## src/sof_cfg.svh

```systemverilog
// constants for the serial output formatter
`ifndef SOF_CFG_SVH
`define SOF_CFG_SVH
`define SOF_RESULT_W     32
`define SOF_WLEN_MIN     6'h08
`define SOF_WLEN_MAX     6'h20
`define SOF_DIV_MIN      6'h01
`define SOF_DIV_MAX      6'h20
`define SOF_RES_MSB      31
`define SOF_WLEN_RST     6'h18
`define SOF_DIV_RST      6'h02
// apb register byte addresses
`define SOF_ADDR_CTRL    12'h000
`define SOF_ADDR_TIMING  12'h004
`define SOF_ADDR_STATUS  12'h008
// control register fields
`define SOF_CTRL_WLEN_LSB 0
`define SOF_CTRL_LSBF    8
`define SOF_CTRL_RND     9
`define SOF_CTRL_OFFB    10
`define SOF_CTRL_SCALE   11
`define SOF_CTRL_EN      12
// status register fields
`define SOF_STAT_BUSY    0
`define SOF_STAT_PEND    1
`define SOF_STAT_OVR     2
`endif

```

## src/sof_pkg.sv

```systemverilog
// types for the serial output formatter
package sof_pkg;
   typedef enum logic [1:0] {
      SOF_IDLE = 2'b00,
      SOF_SYNC = 2'b01,
      SOF_DATA = 2'b10
   } sof_state_e;
   typedef logic [5:0] sof_cnt_t;
endpackage

```

## src/sof_formatter.sv

```systemverilog
// serial output formatter: parallel result to framed serial stream with divided bit clock
//
// Summary of operation
// - each result is shifted out as a word of 8 to 32 programmable bits
// - control bit picks msb-first or lsb-first shifting
// - control bit picks rounding or truncation to the word length
// - control bit picks two's complement or offset binary coding
// - scale option doubles the value before formatting
// - data changes in step with the generated bit clock
// - bit period is 1 to 32 filter clocks, programmable; the bit clock period is 2 to 32
// - even divide gives exactly half high and half low
// - odd divide n above 1 gives (n+1)/2 high and (n-1)/2 low; n=1 gives one high and one low
// - sync high for one bit period right before first bit
// - fractional weighting; short words use the top result bits
`include "sof_cfg.svh"
`timescale 1ns/1ns
`default_nettype none
module sof_formatter
   import sof_pkg::*;
(
   input  wire logic        I_CLK,
   input  wire logic        I_RST_N,
   input  wire logic        I_CE,
   input  wire logic [31:0] I_RESULT,
   input  wire logic        I_RESULT_VALID,
   input  wire logic        I_PSEL,
   input  wire logic        I_PENABLE,
   input  wire logic        I_PWRITE,
   input  wire logic [11:0] I_PADDR,
   input  wire logic [31:0] I_PWDATA,
   output logic      [31:0] O_PRDATA,
   output logic             O_PREADY,
   output logic             O_PSLVERR,
   output logic             O_SERIAL_BIT_CLOCK_OUT,
   output logic             O_SERIAL_DATA_OUT,
   output logic             O_WORD_SYNC_OUT
);

   // clamp a programmed 6-bit value into [lo,hi]
   function automatic sof_cnt_t clamp6(input sof_cnt_t v, input sof_cnt_t lo, input sof_cnt_t hi);
      clamp6 = (v < lo) ? lo : ((v > hi) ? hi : v);
   endfunction

   // shift the top-aligned word down so its lsb sits at bit 0
   function automatic logic [31:0] pend_pick(input logic [31:0] w, input logic [5:0] wl);
      pend_pick = w >> (6'd32 - wl);
   endfunction

   logic [5:0]  wlen_r;
   logic        lsb_first_r;
   logic        round_r;
   logic        offset_bin_r;
   logic        scale2_r;
   logic        enable_r;
   logic [5:0]  div_r;
   logic        overrun_r;
   logic        pend_r;
   logic [31:0] pend_word_r;
   logic [31:0] shreg_r;
   logic [5:0]  bitcnt_r;
   logic [5:0]  phase_r;
   logic [5:0]  div_nxt;
   logic [5:0]  wlen_nxt;
   logic [5:0]  high_len;
   logic        bit_tick;
   logic [31:0] fmt_word;
   sof_state_e  state_r;

   wire apb_acc = I_PSEL & I_PENABLE;
   wire apb_wr  = apb_acc & I_PWRITE;
   wire decode_ok = (I_PADDR == `SOF_ADDR_CTRL) | (I_PADDR == `SOF_ADDR_TIMING) | (I_PADDR == `SOF_ADDR_STATUS);

   // programmed values kept in range so counters never run away
   assign wlen_nxt = clamp6(I_PWDATA[5:0], `SOF_WLEN_MIN, `SOF_WLEN_MAX);
   assign div_nxt  = clamp6(I_PWDATA[5:0], `SOF_DIV_MIN, `SOF_DIV_MAX);

   // register writes; settings changed mid-word act at once, software should idle first
   always_ff @(posedge I_CLK or negedge I_RST_N) begin
      if (!I_RST_N) begin
         wlen_r       <= `SOF_WLEN_RST;
         lsb_first_r  <= 1'b0;
         round_r      <= 1'b0;
         offset_bin_r <= 1'b0;
         scale2_r     <= 1'b0;
         enable_r     <= 1'b0;
         div_r        <= `SOF_DIV_RST;
      end else if (I_CE && apb_wr && O_PREADY) begin
         if (I_PADDR == `SOF_ADDR_CTRL) begin
            wlen_r       <= wlen_nxt;
            lsb_first_r  <= I_PWDATA[`SOF_CTRL_LSBF];
            round_r      <= I_PWDATA[`SOF_CTRL_RND];
            offset_bin_r <= I_PWDATA[`SOF_CTRL_OFFB];
            scale2_r     <= I_PWDATA[`SOF_CTRL_SCALE];
            enable_r     <= I_PWDATA[`SOF_CTRL_EN];
         end
         if (I_PADDR == `SOF_ADDR_TIMING) begin
            div_r <= div_nxt;
         end
      end
   end

   // apb answer: one wait state, so pready rises the cycle after the access phase starts
   always_ff @(posedge I_CLK or negedge I_RST_N) begin
      if (!I_RST_N) begin
         O_PREADY  <= 1'b0;
         O_PSLVERR <= 1'b0;
         O_PRDATA  <= 32'h0000_0000;
      end else if (I_CE) begin
         O_PREADY  <= apb_acc & ~O_PREADY;
         O_PSLVERR <= apb_acc & ~O_PREADY & ~decode_ok;
         O_PRDATA  <= 32'h0000_0000;
         if (apb_acc && !O_PREADY && !I_PWRITE) begin
            case (I_PADDR)
               `SOF_ADDR_CTRL:   O_PRDATA <= {19'h0_0000, enable_r, scale2_r, offset_bin_r, round_r,
                                              lsb_first_r, 2'b00, wlen_r};
               `SOF_ADDR_TIMING: O_PRDATA <= {26'h000_0000, div_r};
               `SOF_ADDR_STATUS: O_PRDATA <= {29'h0000_0000, overrun_r, pend_r, (state_r != SOF_IDLE)};
               default:          O_PRDATA <= 32'h0000_0000;
            endcase
         end
      end
   end

   // formatting: scale, round or truncate, saturate on wrap, then code
   function automatic logic [31:0] format_word(input logic [31:0] r, input logic [5:0] wl,
                                               input logic sc, input logic rn, input logic ob);
      logic [33:0] v;
      logic [33:0] half;
      logic [33:0] mask;
      logic [31:0] w;
      v    = {{2{r[31]}}, r};
      half = 34'h0_0000_0000;
      mask = 34'h3_FFFF_FFFF;
      w    = 32'h0000_0000;
      if (sc) v = {v[32:0], 1'b0};
      if (wl < 6'd32) begin
         half = 34'h0_8000_0000 >> wl;
         mask = ~((34'h1_0000_0000 >> wl) - 34'h0_0000_0001);
      end
      if (rn) v = v + half;
      v = v & mask;
      // saturate when scaling or rounding overflows the fractional range
      if (v[33:31] == 3'b001 || v[33:31] == 3'b010 || v[33:31] == 3'b011) w = 32'h7FFF_FFFF & mask[31:0];
      else if (v[33:31] == 3'b100 || v[33:31] == 3'b101 || v[33:31] == 3'b110) w = 32'h8000_0000;
      else w = v[31:0];
      if (ob) w[31] = ~w[31];
      format_word = w;
   endfunction

   assign fmt_word = format_word(I_RESULT, wlen_r, scale2_r, round_r, offset_bin_r);

   // clock divider; high for ceil(n/2), low for floor(n/2) when n>1, runs freely
   assign high_len = 6'((div_r + 6'd1) >> 1);
   assign bit_tick = (phase_r == div_r - 6'd1);
   always_ff @(posedge I_CLK or negedge I_RST_N) begin
      if (!I_RST_N) begin
         phase_r                <= 6'h00;
         O_SERIAL_BIT_CLOCK_OUT <= 1'b0;
      end else if (I_CE) begin
         phase_r <= bit_tick ? 6'h00 : 6'(phase_r + 6'd1);
         // next phase value decides the level, so the clock flop rises on the period boundary
         if (div_r == 6'd1) O_SERIAL_BIT_CLOCK_OUT <= ~O_SERIAL_BIT_CLOCK_OUT; // n=1: toggles every filter clock, half the filter clock rate
         else O_SERIAL_BIT_CLOCK_OUT <= (bit_tick ? 6'h00 : 6'(phase_r + 6'd1)) < high_len;
      end
   end

   // slot handed to the sequencer this cycle; a result then is no overrun, the old word is taken
   wire take_slot = bit_tick && (state_r == SOF_IDLE);
   wire ovr_event = I_RESULT_VALID && enable_r && pend_r && !take_slot;

   // one-word holding slot: a result arriving while busy waits; a second one is an overrun
   always_ff @(posedge I_CLK or negedge I_RST_N) begin
      if (!I_RST_N) begin
         pend_r      <= 1'b0;
         pend_word_r <= 32'h0000_0000;
         overrun_r   <= 1'b0;
      end else if (I_CE) begin
         if (I_RESULT_VALID && enable_r) begin
            pend_word_r <= fmt_word;
            pend_r      <= 1'b1;
            overrun_r   <= overrun_r | ovr_event;
         end else if (take_slot) begin
            pend_r <= 1'b0;
         end
         // clearing by status write; a new overrun the same cycle wins
         if (apb_wr && O_PREADY && I_PADDR == `SOF_ADDR_STATUS && I_PWDATA[`SOF_STAT_OVR] && !ovr_event)
            overrun_r <= 1'b0;
      end
   end

   // word sequencer; outputs change only at bit period boundaries
   always_ff @(posedge I_CLK or negedge I_RST_N) begin
      if (!I_RST_N) begin
         state_r           <= SOF_IDLE;
         shreg_r           <= 32'h0000_0000;
         bitcnt_r          <= 6'h00;
         O_SERIAL_DATA_OUT <= 1'b0;
         O_WORD_SYNC_OUT   <= 1'b0;
      end else if (I_CE && bit_tick) begin
         case (state_r)
            SOF_IDLE: begin
               O_SERIAL_DATA_OUT <= 1'b0;
               O_WORD_SYNC_OUT   <= pend_r;
               if (pend_r) begin
                  // lsb-first words are realigned so bit 0 of shreg is the word's lsb
                  shreg_r <= lsb_first_r ? (pend_pick(pend_word_r, wlen_r)) : pend_word_r;
                  state_r <= SOF_SYNC;
               end
            end
            SOF_SYNC, SOF_DATA: begin
               O_WORD_SYNC_OUT   <= 1'b0;
               O_SERIAL_DATA_OUT <= lsb_first_r ? shreg_r[0] : shreg_r[31];
               shreg_r           <= lsb_first_r ? {1'b0, shreg_r[31:1]} : {shreg_r[30:0], 1'b0};
               bitcnt_r          <= (state_r == SOF_SYNC) ? 6'd1 : 6'(bitcnt_r + 6'd1);
               state_r           <= SOF_DATA;
               if (state_r == SOF_DATA && bitcnt_r == wlen_r) begin
                  state_r           <= SOF_IDLE;
                  O_SERIAL_DATA_OUT <= 1'b0;
               end
            end
            default: state_r <= SOF_IDLE;
         endcase
      end
   end

   // checker helpers: cycles since the last tick, and a divide change seen since then
   logic [5:0] chk_gap_r;
   logic [5:0] chk_div_q_r;
   logic       chk_div_chg_r;
   always_ff @(posedge I_CLK or negedge I_RST_N) begin
      if (!I_RST_N) begin
         chk_gap_r     <= 6'h00;
         chk_div_q_r   <= `SOF_DIV_RST;
         chk_div_chg_r <= 1'b1;
      end else if (I_CE) begin
         chk_gap_r     <= bit_tick ? 6'h00 : 6'(chk_gap_r + 6'd1);
         chk_div_q_r   <= div_r;
         chk_div_chg_r <= bit_tick ? 1'b0 : (chk_div_chg_r | (div_r != chk_div_q_r));
      end
   end
endmodule // sof_formatter
`default_nettype wire

```

## config.mk

```make
export PLATFORM = sky130hd
export DESIGN_NAME = sof_formatter
export DESIGN_NICKNAME = d
export VERILOG_FILES = /design/src/sof_pkg.sv /design/src/sof_formatter.sv
export VERILOG_INCLUDE_DIRS = /design/src
export SDC_FILE = /design/constraint.sdc
export NUM_CORES = 1
export LEC_CHECK = 0
export ABC_CLOCK_PERIOD_IN_PS = 6000
export BUFFER_PORTS_ARGS = -buffer_cell sky130_fd_sc_hd__buf_2
export CELL_PAD_IN_SITES_DETAIL_PLACEMENT = 1
export CELL_PAD_IN_SITES_GLOBAL_PLACEMENT = 1
export CORE_MARGIN = 1.5
export CORE_UTILIZATION = 45
export CTS_CLUSTER_DIAMETER = 200
export CTS_CLUSTER_SIZE = 20
export DETAILED_ROUTE_END_ITERATION = 10
export PLACE_DENSITY_LB_ADDON = 0.1
export SYNTH_ARGS = -nofsm -noshare
export SYNTH_HDL_FRONTEND = slang
export SYNTH_SLANG_ARGS = --single-unit
```

## constraint.sdc

```tcl
create_clock -name I_CLK -period 6 [get_ports I_CLK]
set_input_delay 0.6 -clock I_CLK [delete_from_list [all_inputs] [get_ports I_CLK]]
set_output_delay 0.6 -clock I_CLK [all_outputs]
set_load 0.005 [all_outputs]
```

* After elaboration in Yosys (flattened, before gate mapping)
Index checks and enable logic that the tools add are counted.
** Storage, ports and cells
- Flip-flop bits (word level) :: 134
** Cells by class
- Add/sub/neg operators :: 7
- Magnitude comparators :: 5
- Equal/unequal tests :: 14
- Shift-type cells :: 3
- Multiplexer cells :: 30
- Bitwise logic cells :: 13
- Reduce and logical (&&, ||, !) cells :: 38
** Operators with widths (number)
- $mux 32 :: 6
- $mux 34 :: 3
- $pmux 32 s2 :: 1
- $pmux 13 s3 :: 1
- $add 34x34->34 :: 1
- $and 34x34->34 :: 1
- $not 34->34 :: 1
- $shr 32x6->34 const A :: 1
- $shr 33x6->34 const A :: 1
- $sub 34x1->34 const B :: 1
- $shr 32x6->32 :: 1
- $mux 6 :: 5
- $add 6x1->6 const B :: 3
- $reduce_and 2->1 :: 8
- $logic_and 1x1->1 :: 14
- $mux 13 :: 1
- $eq 12x3->1 const B :: 1
- $eq 12x4->1 const B :: 1
- $eq 6x6->1 :: 2
- $logic_not 12->1 :: 1
- $eq 3x3->1 const B :: 3
- $mux 1 :: 8
- $reduce_bool 2->1 :: 4
- $eq 3x2->1 const B :: 2
- other kinds (23) :: 39

* Longest topological paths before layout
Gate-level depths: netlist of the first run.
- Word-level depth :: 12
- Depth in mapped cells :: 20

* Worst setup path before layout of the first run
Ideal clock, no wire load.
- Path kind :: register to register
- Start point :: register wlen_r[0]
- End point :: register pend_word_r[0]
- Data arrival time :: 5.166 ns
- Data required time :: 5.863 ns
- Setup slack :: 0.697 ns
- Cell stages (with the launch flop) :: 21
- Path buffers :: 4
- Cell sequence :: dfrtp_1 > clkbuf_1 > clkbuf_1 > inv_2 > ha_1 > ha_1 > buf_1 > nor2b_1 > nand3_1 > inv_1 > ha_1 > nand2_1 > nor4_1 > a22oi_1 > a2111oi_0 > or3_1 > a311o_1 > o21ai_1 > a21oi_1 > clkbuf_1 > a21oi_1
** Between the ends
- Longest elaborated chain between the ends :: 10
- Elaborated cells on any way between the ends :: 22
- Classes of those cells :: 2 x add/sub; 1 x order compare; 6 x eq/ne; 2 x shift; 5 x mux; 2 x bitwise; 4 x reduce/logical
** Ends and longest elaborated chain
- from (decl) :: RTL line sof_formatter.sv:49 : logic [5:0] wlen_r;
- from (signal assigned) :: RTL line sof_formatter.sv:80 : wlen_r <= `SOF_WLEN_RST;
- from (signal assigned) :: RTL line sof_formatter.sv:89 : wlen_r <= wlen_nxt;
- $shr 32x6->34 (tied with other cells) :: RTL line sof_formatter.sv:137 : half = 34'h0_8000_0000 >> wl;
- $mux 34 / $sub 34x1->34 (equally long branches) :: RTL line sof_formatter.sv:136, sof_formatter.sv:138
- $add 34x34->34 / $not 34->34 (equally long branches) :: RTL line sof_formatter.sv:140, sof_formatter.sv:138
- $mux 34, on equally long branches :: RTL line sof_formatter.sv:140, sof_formatter.sv:136
- $and 34x34->34 :: RTL line sof_formatter.sv:141 : v = v & mask;
- $eq 3x3->1 :: RTL line sof_formatter.sv:144 : else if (v[33:31] == 3'b100 || v[33:31] == 3'b101 || v[33:31] == 3'b110) w = 32'h8000_0000;
- $logic_or 1x1->1 (2 in series) :: RTL line sof_formatter.sv:144
- $mux 32 :: RTL line sof_formatter.sv:144
- $mux 32 (*) :: RTL line sof_formatter.sv:143 : if (v[33:31] == 3'b001 || v[33:31] == 3'b010 || v[33:31] == 3'b011) w = 32'h7FFF_FFFF & mask[31:0];
- to (signal assigned) :: RTL line sof_formatter.sv:179 : pend_word_r <= fmt_word;
- to (decl) :: RTL line sof_formatter.sv:58 : logic [31:0] pend_word_r;
Mark *: on every way between the ends. The rest lies on a longest branch, timed or not.
A chain may end at the register's enable or synchronous reset.

* Worst setup path after layout of the first run
- Start point :: register wlen_r[4]
- End point :: register pend_word_r[14]
Same word-level chain as after synthesis.

==> run metrics, run 1 <==
critical setup path kind register to register; Sink Count 113; Post-Route WL 39000 um; dominant synthesized flop cell dfrtp_1; MaxCap Viol Count 0; post-synthesis adder-cell area fraction 5.75%; drt drc 0; Clock Skews 0.0120 ns; Setup crit start kind register; top post-synthesis cells by area dfrtp_1, ha_1, mux2_2, mux2i_1, nand2_1; Critical Path AT 5.87 ns; Skew-Pair Late Insertion Delay 0.43 ns; Netlist Area Pre-Place 11400 um2; Slew Viols, Final 0; row count 58; DP Wirelength 29400 um; Unique masters post-synth 74; Mapped Cells 1413; crit path from wlen_r[4]; Layout fillers 3064; clock tree buffer depth 2; Final setup viols 0; post-DR vias/cell 6.25; DR pass1 iterations 5; largest family of logic cells by synthesized area compound AO/OA/AOI/OAI gates; fin crit period 5.56 ns; mux cell area share after synthesis 14.7%; Hold Buf Count CTS 0; Final Cycle Share 92.7%; antenna cell count 0; Die Span X 162 um; top-area cell type share of the netlist area 24.1%; Synth async-reset ratio 100%; CTS tree yes; critical path's top delay family compound AO/OA/AOI/OAI gates; Max H-tree Level 4; Critical Path RT 6.30 ns; Critical Path End Type register; Critical R2R Launch wlen_r[4]; Crit path largest cell delay 0.91 ns; worst path bufs/invs 1; Vias 11174; R2R Path End pend_word_r[14]; worst slack, placed 0.521 ns; Crit Path Max Fanout 24; Slew Limit Headroom 15.4%; Synth Area in Simple Gates 19.7%; clk root buf clkbuf_16; Nets 1581; largest net degree at the start of global routing 66; number of buffers added for setup after CTS 0; Peak VDD IR 0.148 mV; Clk pin slew, worst setup/hold paths 0.06 ns; status complete, no violations; part of the Yosys area used for sequential elements 24.7%; GP Congestion 0.930; CTS buffer count 17; setup slack after layout 0.439 ns; Fin Setup TNS 0 ns; fraction of layout cells with a size suffix above 1 17.1%; HP Class primary input to asynchronous set/reset pin; Power Density 174 nW/um2; XOR/XNOR share of the synthesized area 3.98%; r2r setup slk 0.44 ns; R2R cell count 13; # IOs 120; drt initial violations 762; all-layer global routing usage 29.8%; vias in the first global route 11131; GRT overflow 0; Slowest-stage cell, CP dfstp_2; P&R area growth vs syn 11.0%; Post-DRT Antenna Nets 0; Port Buffers 77; Fmax 180 MHz; Syn. warnings 0; Pleak 5.45 nW; synthesized flop and latch total 113; post-synthesis compound-gate area fraction 25.2%; Die Height 162 um; final hold violation count 0; Post-synth EDFFs 0; Core Region 25000 um2; first-pass GRT wire length 61700 um; RSZ-0062 raised after global routing no; worst slew pin tran 1.27 ns; syn avg cell area 8.10 um2; Starting Density 45.7%; critical path, cell by cell nor2_1 -> and3_1 -> ha_1 -> nand2_1 -> nor4_1 -> a22oi_1 -> a2111oi_0 -> o21ai_0 -> a311o_1 -> o31ai_4 -> buf_4 -> o211ai_1 -> a221oi_1; routed len/inst 21.8 um; initial antenna violation count 0; die outline area 26400 um2; Yosys top cell by area dfrtp_1; post-CTS sizing 0
## kinds of logic after synthesis
kind of cell	count (synthesis)
simple gates	474
compound gates	434
buf+inv	151
mux	136
flops	113
fa+ha+maj	52
xor+xnor	52
other cells	1
## cells in the final DEF, fill, tap and decap left out, types with 20 or more instances in the layout
cell      instances
nand2_1         158
dfrtp_1         107
nor2_1          106
a21oi_1         105
o21ai_0          96
buf_2            76
mux2i_1          61
mux2_2           55
ha_1             50
nand3_1          47
inv_1            34
buf_4            33
xnor2_1          31
o211ai_1         31
a211oi_1         31
nor3_1           29
nor2b_1          28
a21o_1           27
conb_1           21
xor2_1           20
mux4_2           20
## through the flow
| step | power [mW] | hold WS [ns] | cells | utilization (%) | instance area, um2 |
|---|---|---|---|---|---|
| after floorplan | 1.03 | 0.304 | 1433 | - | 11500 |
| final | 2.22 | 0.194 | 1789 | 50.7 | 12700 |
| after global routing | 2.30 | 0.241 | 1789 | 50.7 | 12700 |
| after global placement | 1.11 | 0.473 | 1757 | 48.2 | 12100 |
| after CTS | 2.24 | 0.213 | 1789 | 50.7 | 12700 |
| after detailed placement | 1.13 | 0.471 | 1757 | 48.2 | 12100 |
## worst max path at each step
stage                       to  slack (ns)  cells after the start
6_report       pend_word_r[14]        0.44                     13
2_1_floorplan   pend_word_r[0]        0.70                     20
3_3_place_gp   pend_word_r[16]        0.65                     16
5_1_grt        pend_word_r[14]        0.05                     16
3_5_place_dp   pend_word_r[16]        0.52                     16
4_1_cts        pend_word_r[16]        0.47                     16
## power breakdown
part	internal (mW)	total [mW]	leakage, nW	switching, mW
Clock	0.680	1.10	0.311	0.419
Combinational	0.136	0.300	3.62	0.165
Sequential	0.785	0.817	1.52	0.0314
Total	1.60	2.22	5.45	0.615
## cell usage after synthesis (27+ instances only)
cell type and count:
o21ai_0 96, a21o_1 27, xnor2_1 31, nor2b_1 28, nor3_1 29, nand2_1 158
nand3_1 47, o211ai_1 31, mux2_2 55, clkbuf_1 74, mux2i_1 61, inv_1 34
ha_1 51, dfrtp_1 110, a21oi_1 106, a211oi_1 31, nor2_1 106
## registers in the layout (all words and copies together), names as in the netlist
name and count:
offset_bin_r 1, O_PREADY 1, phase_r 6, wlen_r 6, overrun_r 1, enable_r 1
shreg_r 32, pend_word_r 32, O_SERIAL_BIT_CLOCK_OUT 1, scale2_r 1, O_WORD_SYNC_OUT 1, pend_r 1
bitcnt_r 6, round_r 1, O_PRDATA 11, lsb_first_r 1, O_SERIAL_DATA_OUT 1, O_PSLVERR 1
div_r 6, state_r 2
## metal layers
layer	global-route usage, %	up-vias	routed length [um]
met3	2.88	74	1570
li1	-	5276	-
met4	10.6	0	1140
met5	0	-	0
met1	39.5	5539	17600
met2	50.5	285	18700
## final cells by class
class                   instances  area [um2]  share of cell area [%]
clock inverters                14         191                    1.51
multi-input cells            1169        8040                    63.3
repair buffers                110         648                    5.10
clock buffers                  18         439                    3.46
inverters                      35         131                    1.03
well taps                     330         413                    3.25
flip-flops and latches        113        2840                    22.3
(Power assumes the default switching activity.)
==> run 2: changes to the inputs <==
--- a/config.mk
+++ b/config.mk
@@ -10,6 +10,7 @@
 export BUFFER_PORTS_ARGS = -buffer_cell sky130_fd_sc_hd__buf_2
 export CELL_PAD_IN_SITES_DETAIL_PLACEMENT = 1
 export CELL_PAD_IN_SITES_GLOBAL_PLACEMENT = 1
+export CORE_ASPECT_RATIO = 1.4
 export CORE_MARGIN = 1.5
 export CORE_UTILIZATION = 45
 export CTS_CLUSTER_DIAMETER = 200
==> constraint.sdc (replaced) <==
create_clock -name I_CLK -period 6 [get_ports I_CLK]
set_input_delay 0.3 -clock I_CLK [delete_from_list [all_inputs] [get_ports I_CLK]]
set_output_delay 0.3 -clock I_CLK [all_outputs]
set_load 0.005 [all_outputs]
==> run metrics, run 2 (synthesized netlist as in run 1, its figures left out) <==
vias in the first global route 11655; MaxCap Viol Count 0; setup slack after layout 0.730 ns; Peak VDD IR 0.281 mV; Core Region 24800 um2; Critical Path End Type register; Crit Path Max Fanout 29; CTS buffer count 17; first-pass GRT wire length 64100 um; drt drc 0; Post-Route WL 40000 um; fraction of layout cells with a size suffix above 1 16.8%; GRT overflow 0; Layout fillers 3030; HP Class primary input to register; DP Wirelength 30400 um; Skew-Pair Late Insertion Delay 0.44 ns; Post-DRT Antenna Nets 0; RSZ-0062 raised after global routing no; Slew Viols, Final 0; Nets 1580; Die Height 192 um; Pwr Total 2.16 mW; all-layer global routing usage 31.6%; Port Buffers 77; Pleak 5.41 nW; r2r setup slk 0.73 ns; Clock Skews 0.0144 ns; worst slew pin tran 1.16 ns; Critical Path RT 6.32 ns; die outline area 26400 um2; initial antenna violation count 1; routed len/inst 22.6 um; largest net degree at the start of global routing 65; Die Span X 138 um; Final setup viols 0; worst slack, placed 0.780 ns; Clk pin slew, worst setup/hold paths 0.06 ns; non-filler cells in the finished layout 1774; # IOs 120; status complete, no violations; placed insts 1740; critical setup path kind register to register; placed instance area 12000 um2; drt initial violations 722; met2 usage 57.4%; Power Density 171 nW/um2; Vias 11167; Fin Setup TNS 0 ns; gr busiest metal met2; Max H-tree Level 4; P&R area growth vs syn 10.6%; Final Cycle Share 87.8%; clock tree buffer depth 2; Critical Path AT 5.59 ns; GP Congestion 0.975; final hold violation count 0; post-DR vias/cell 6.29; post-route cell area 12700 um2; DR pass1 iterations 5; Setup crit start kind register; row count 68; biggest regs pend_word_r: 32 flops, shreg_r: 32 flops, O_PRDATA: 11 flops; Slew Limit Headroom 22.4%; clk root buf clkbuf_16; Core Util, Final 50.9%; met3 Use GR 3.46%; M1 GR Usage 37.5%; CTS tree yes; fin crit period 5.27 ns; Sink Count 113; leading cell type in the layout, fill and taps excluded nand2_1; Starting Density 46.1%; Min Hold Slack 0.0736 ns; Fmax 190 MHz; most frequent cells in the layout nand2_1, dfrtp_1, nor2_1
run 2: cell types whose count changed in the layout (fill, tap and decap cells not counted):
cell / change
buf_12: +1
buf_4: -3
clkbuf_1: +2
clkbuf_8: -1
clkinv_2: +2
clkinv_4: -1
clkinvlp_4: +5
diode_2: +1
dlygate4sd3_1: +1
inv_6: -5
inv_8: -2
run 2: final cells by class:
type / instances / area [um2] / area share [%]
Multi-Input combinational cell: 1169 / 8040 / 63.5
Sequential cell: 113 / 2840 / 22.4
Timing Repair Buffer: 109 / 656 / 5.18
Clock buffer: 19 / 433 / 3.42
Tap cell: 315 / 394 / 3.11
Clock inverter: 13 / 164 / 1.29
Inverter: 35 / 131 / 1.04
Antenna cell: 1 / 2.50 / 0.0198
run 2: critical path, cell delays in order, from the launching register on:
cell,delay (ns)
dfrtp_1,0.54
inv_1,0.15
ha_1,0.29
ha_1,0.22
nor2b_1,0.17
and3_1,0.31
ha_1,0.40
a21o_1,0.14
a21oi_1,0.08
a2111oi_0,0.56
nor3_1,0.13
buf_4,0.19
a41o_1,0.24
or4_4,0.45
o31ai_4,0.32
buf_4,0.39
o211ai_1,0.22
a221oi_1,0.35
run 2: timing repair:
item	in CTS	in global routing
gates resized for setup	0	0
setup buffers	0	0
hold buffers	1	0
hold endpoints to repair	49	0
run 2: path summary, 6_finish.rpt:
check                             from               to  cells after the start
hold reg to reg            O_PRDATA[0]      O_PRDATA[0]                      1
setup reg to reg             wlen_r[1]  pend_word_r[19]                     17
min in group asynchronous      I_RST_N       phase_r[3]                      2
max in group asynchronous      I_RST_N        wlen_r[0]                      3
setup / recovery             wlen_r[1]  pend_word_r[19]                     17
hold / removal             I_PWDATA[9]          round_r                      3
run 2: power by group:
| group | switching (mW) | internal (mW) | total [mW] |
|---|---|---|---|
| combinational | 0.168 | 0.137 | 0.306 |
| clock | 0.387 | 0.652 | 1.04 |
| sequential | 0.0327 | 0.786 | 0.818 |
run 2: layer usage:
layer	vias to the layer above	wire, um
li1	5275	-
met1	5562	16600
met2	238	20900
met3	92	1080
met4	0	1460
met5	-	0
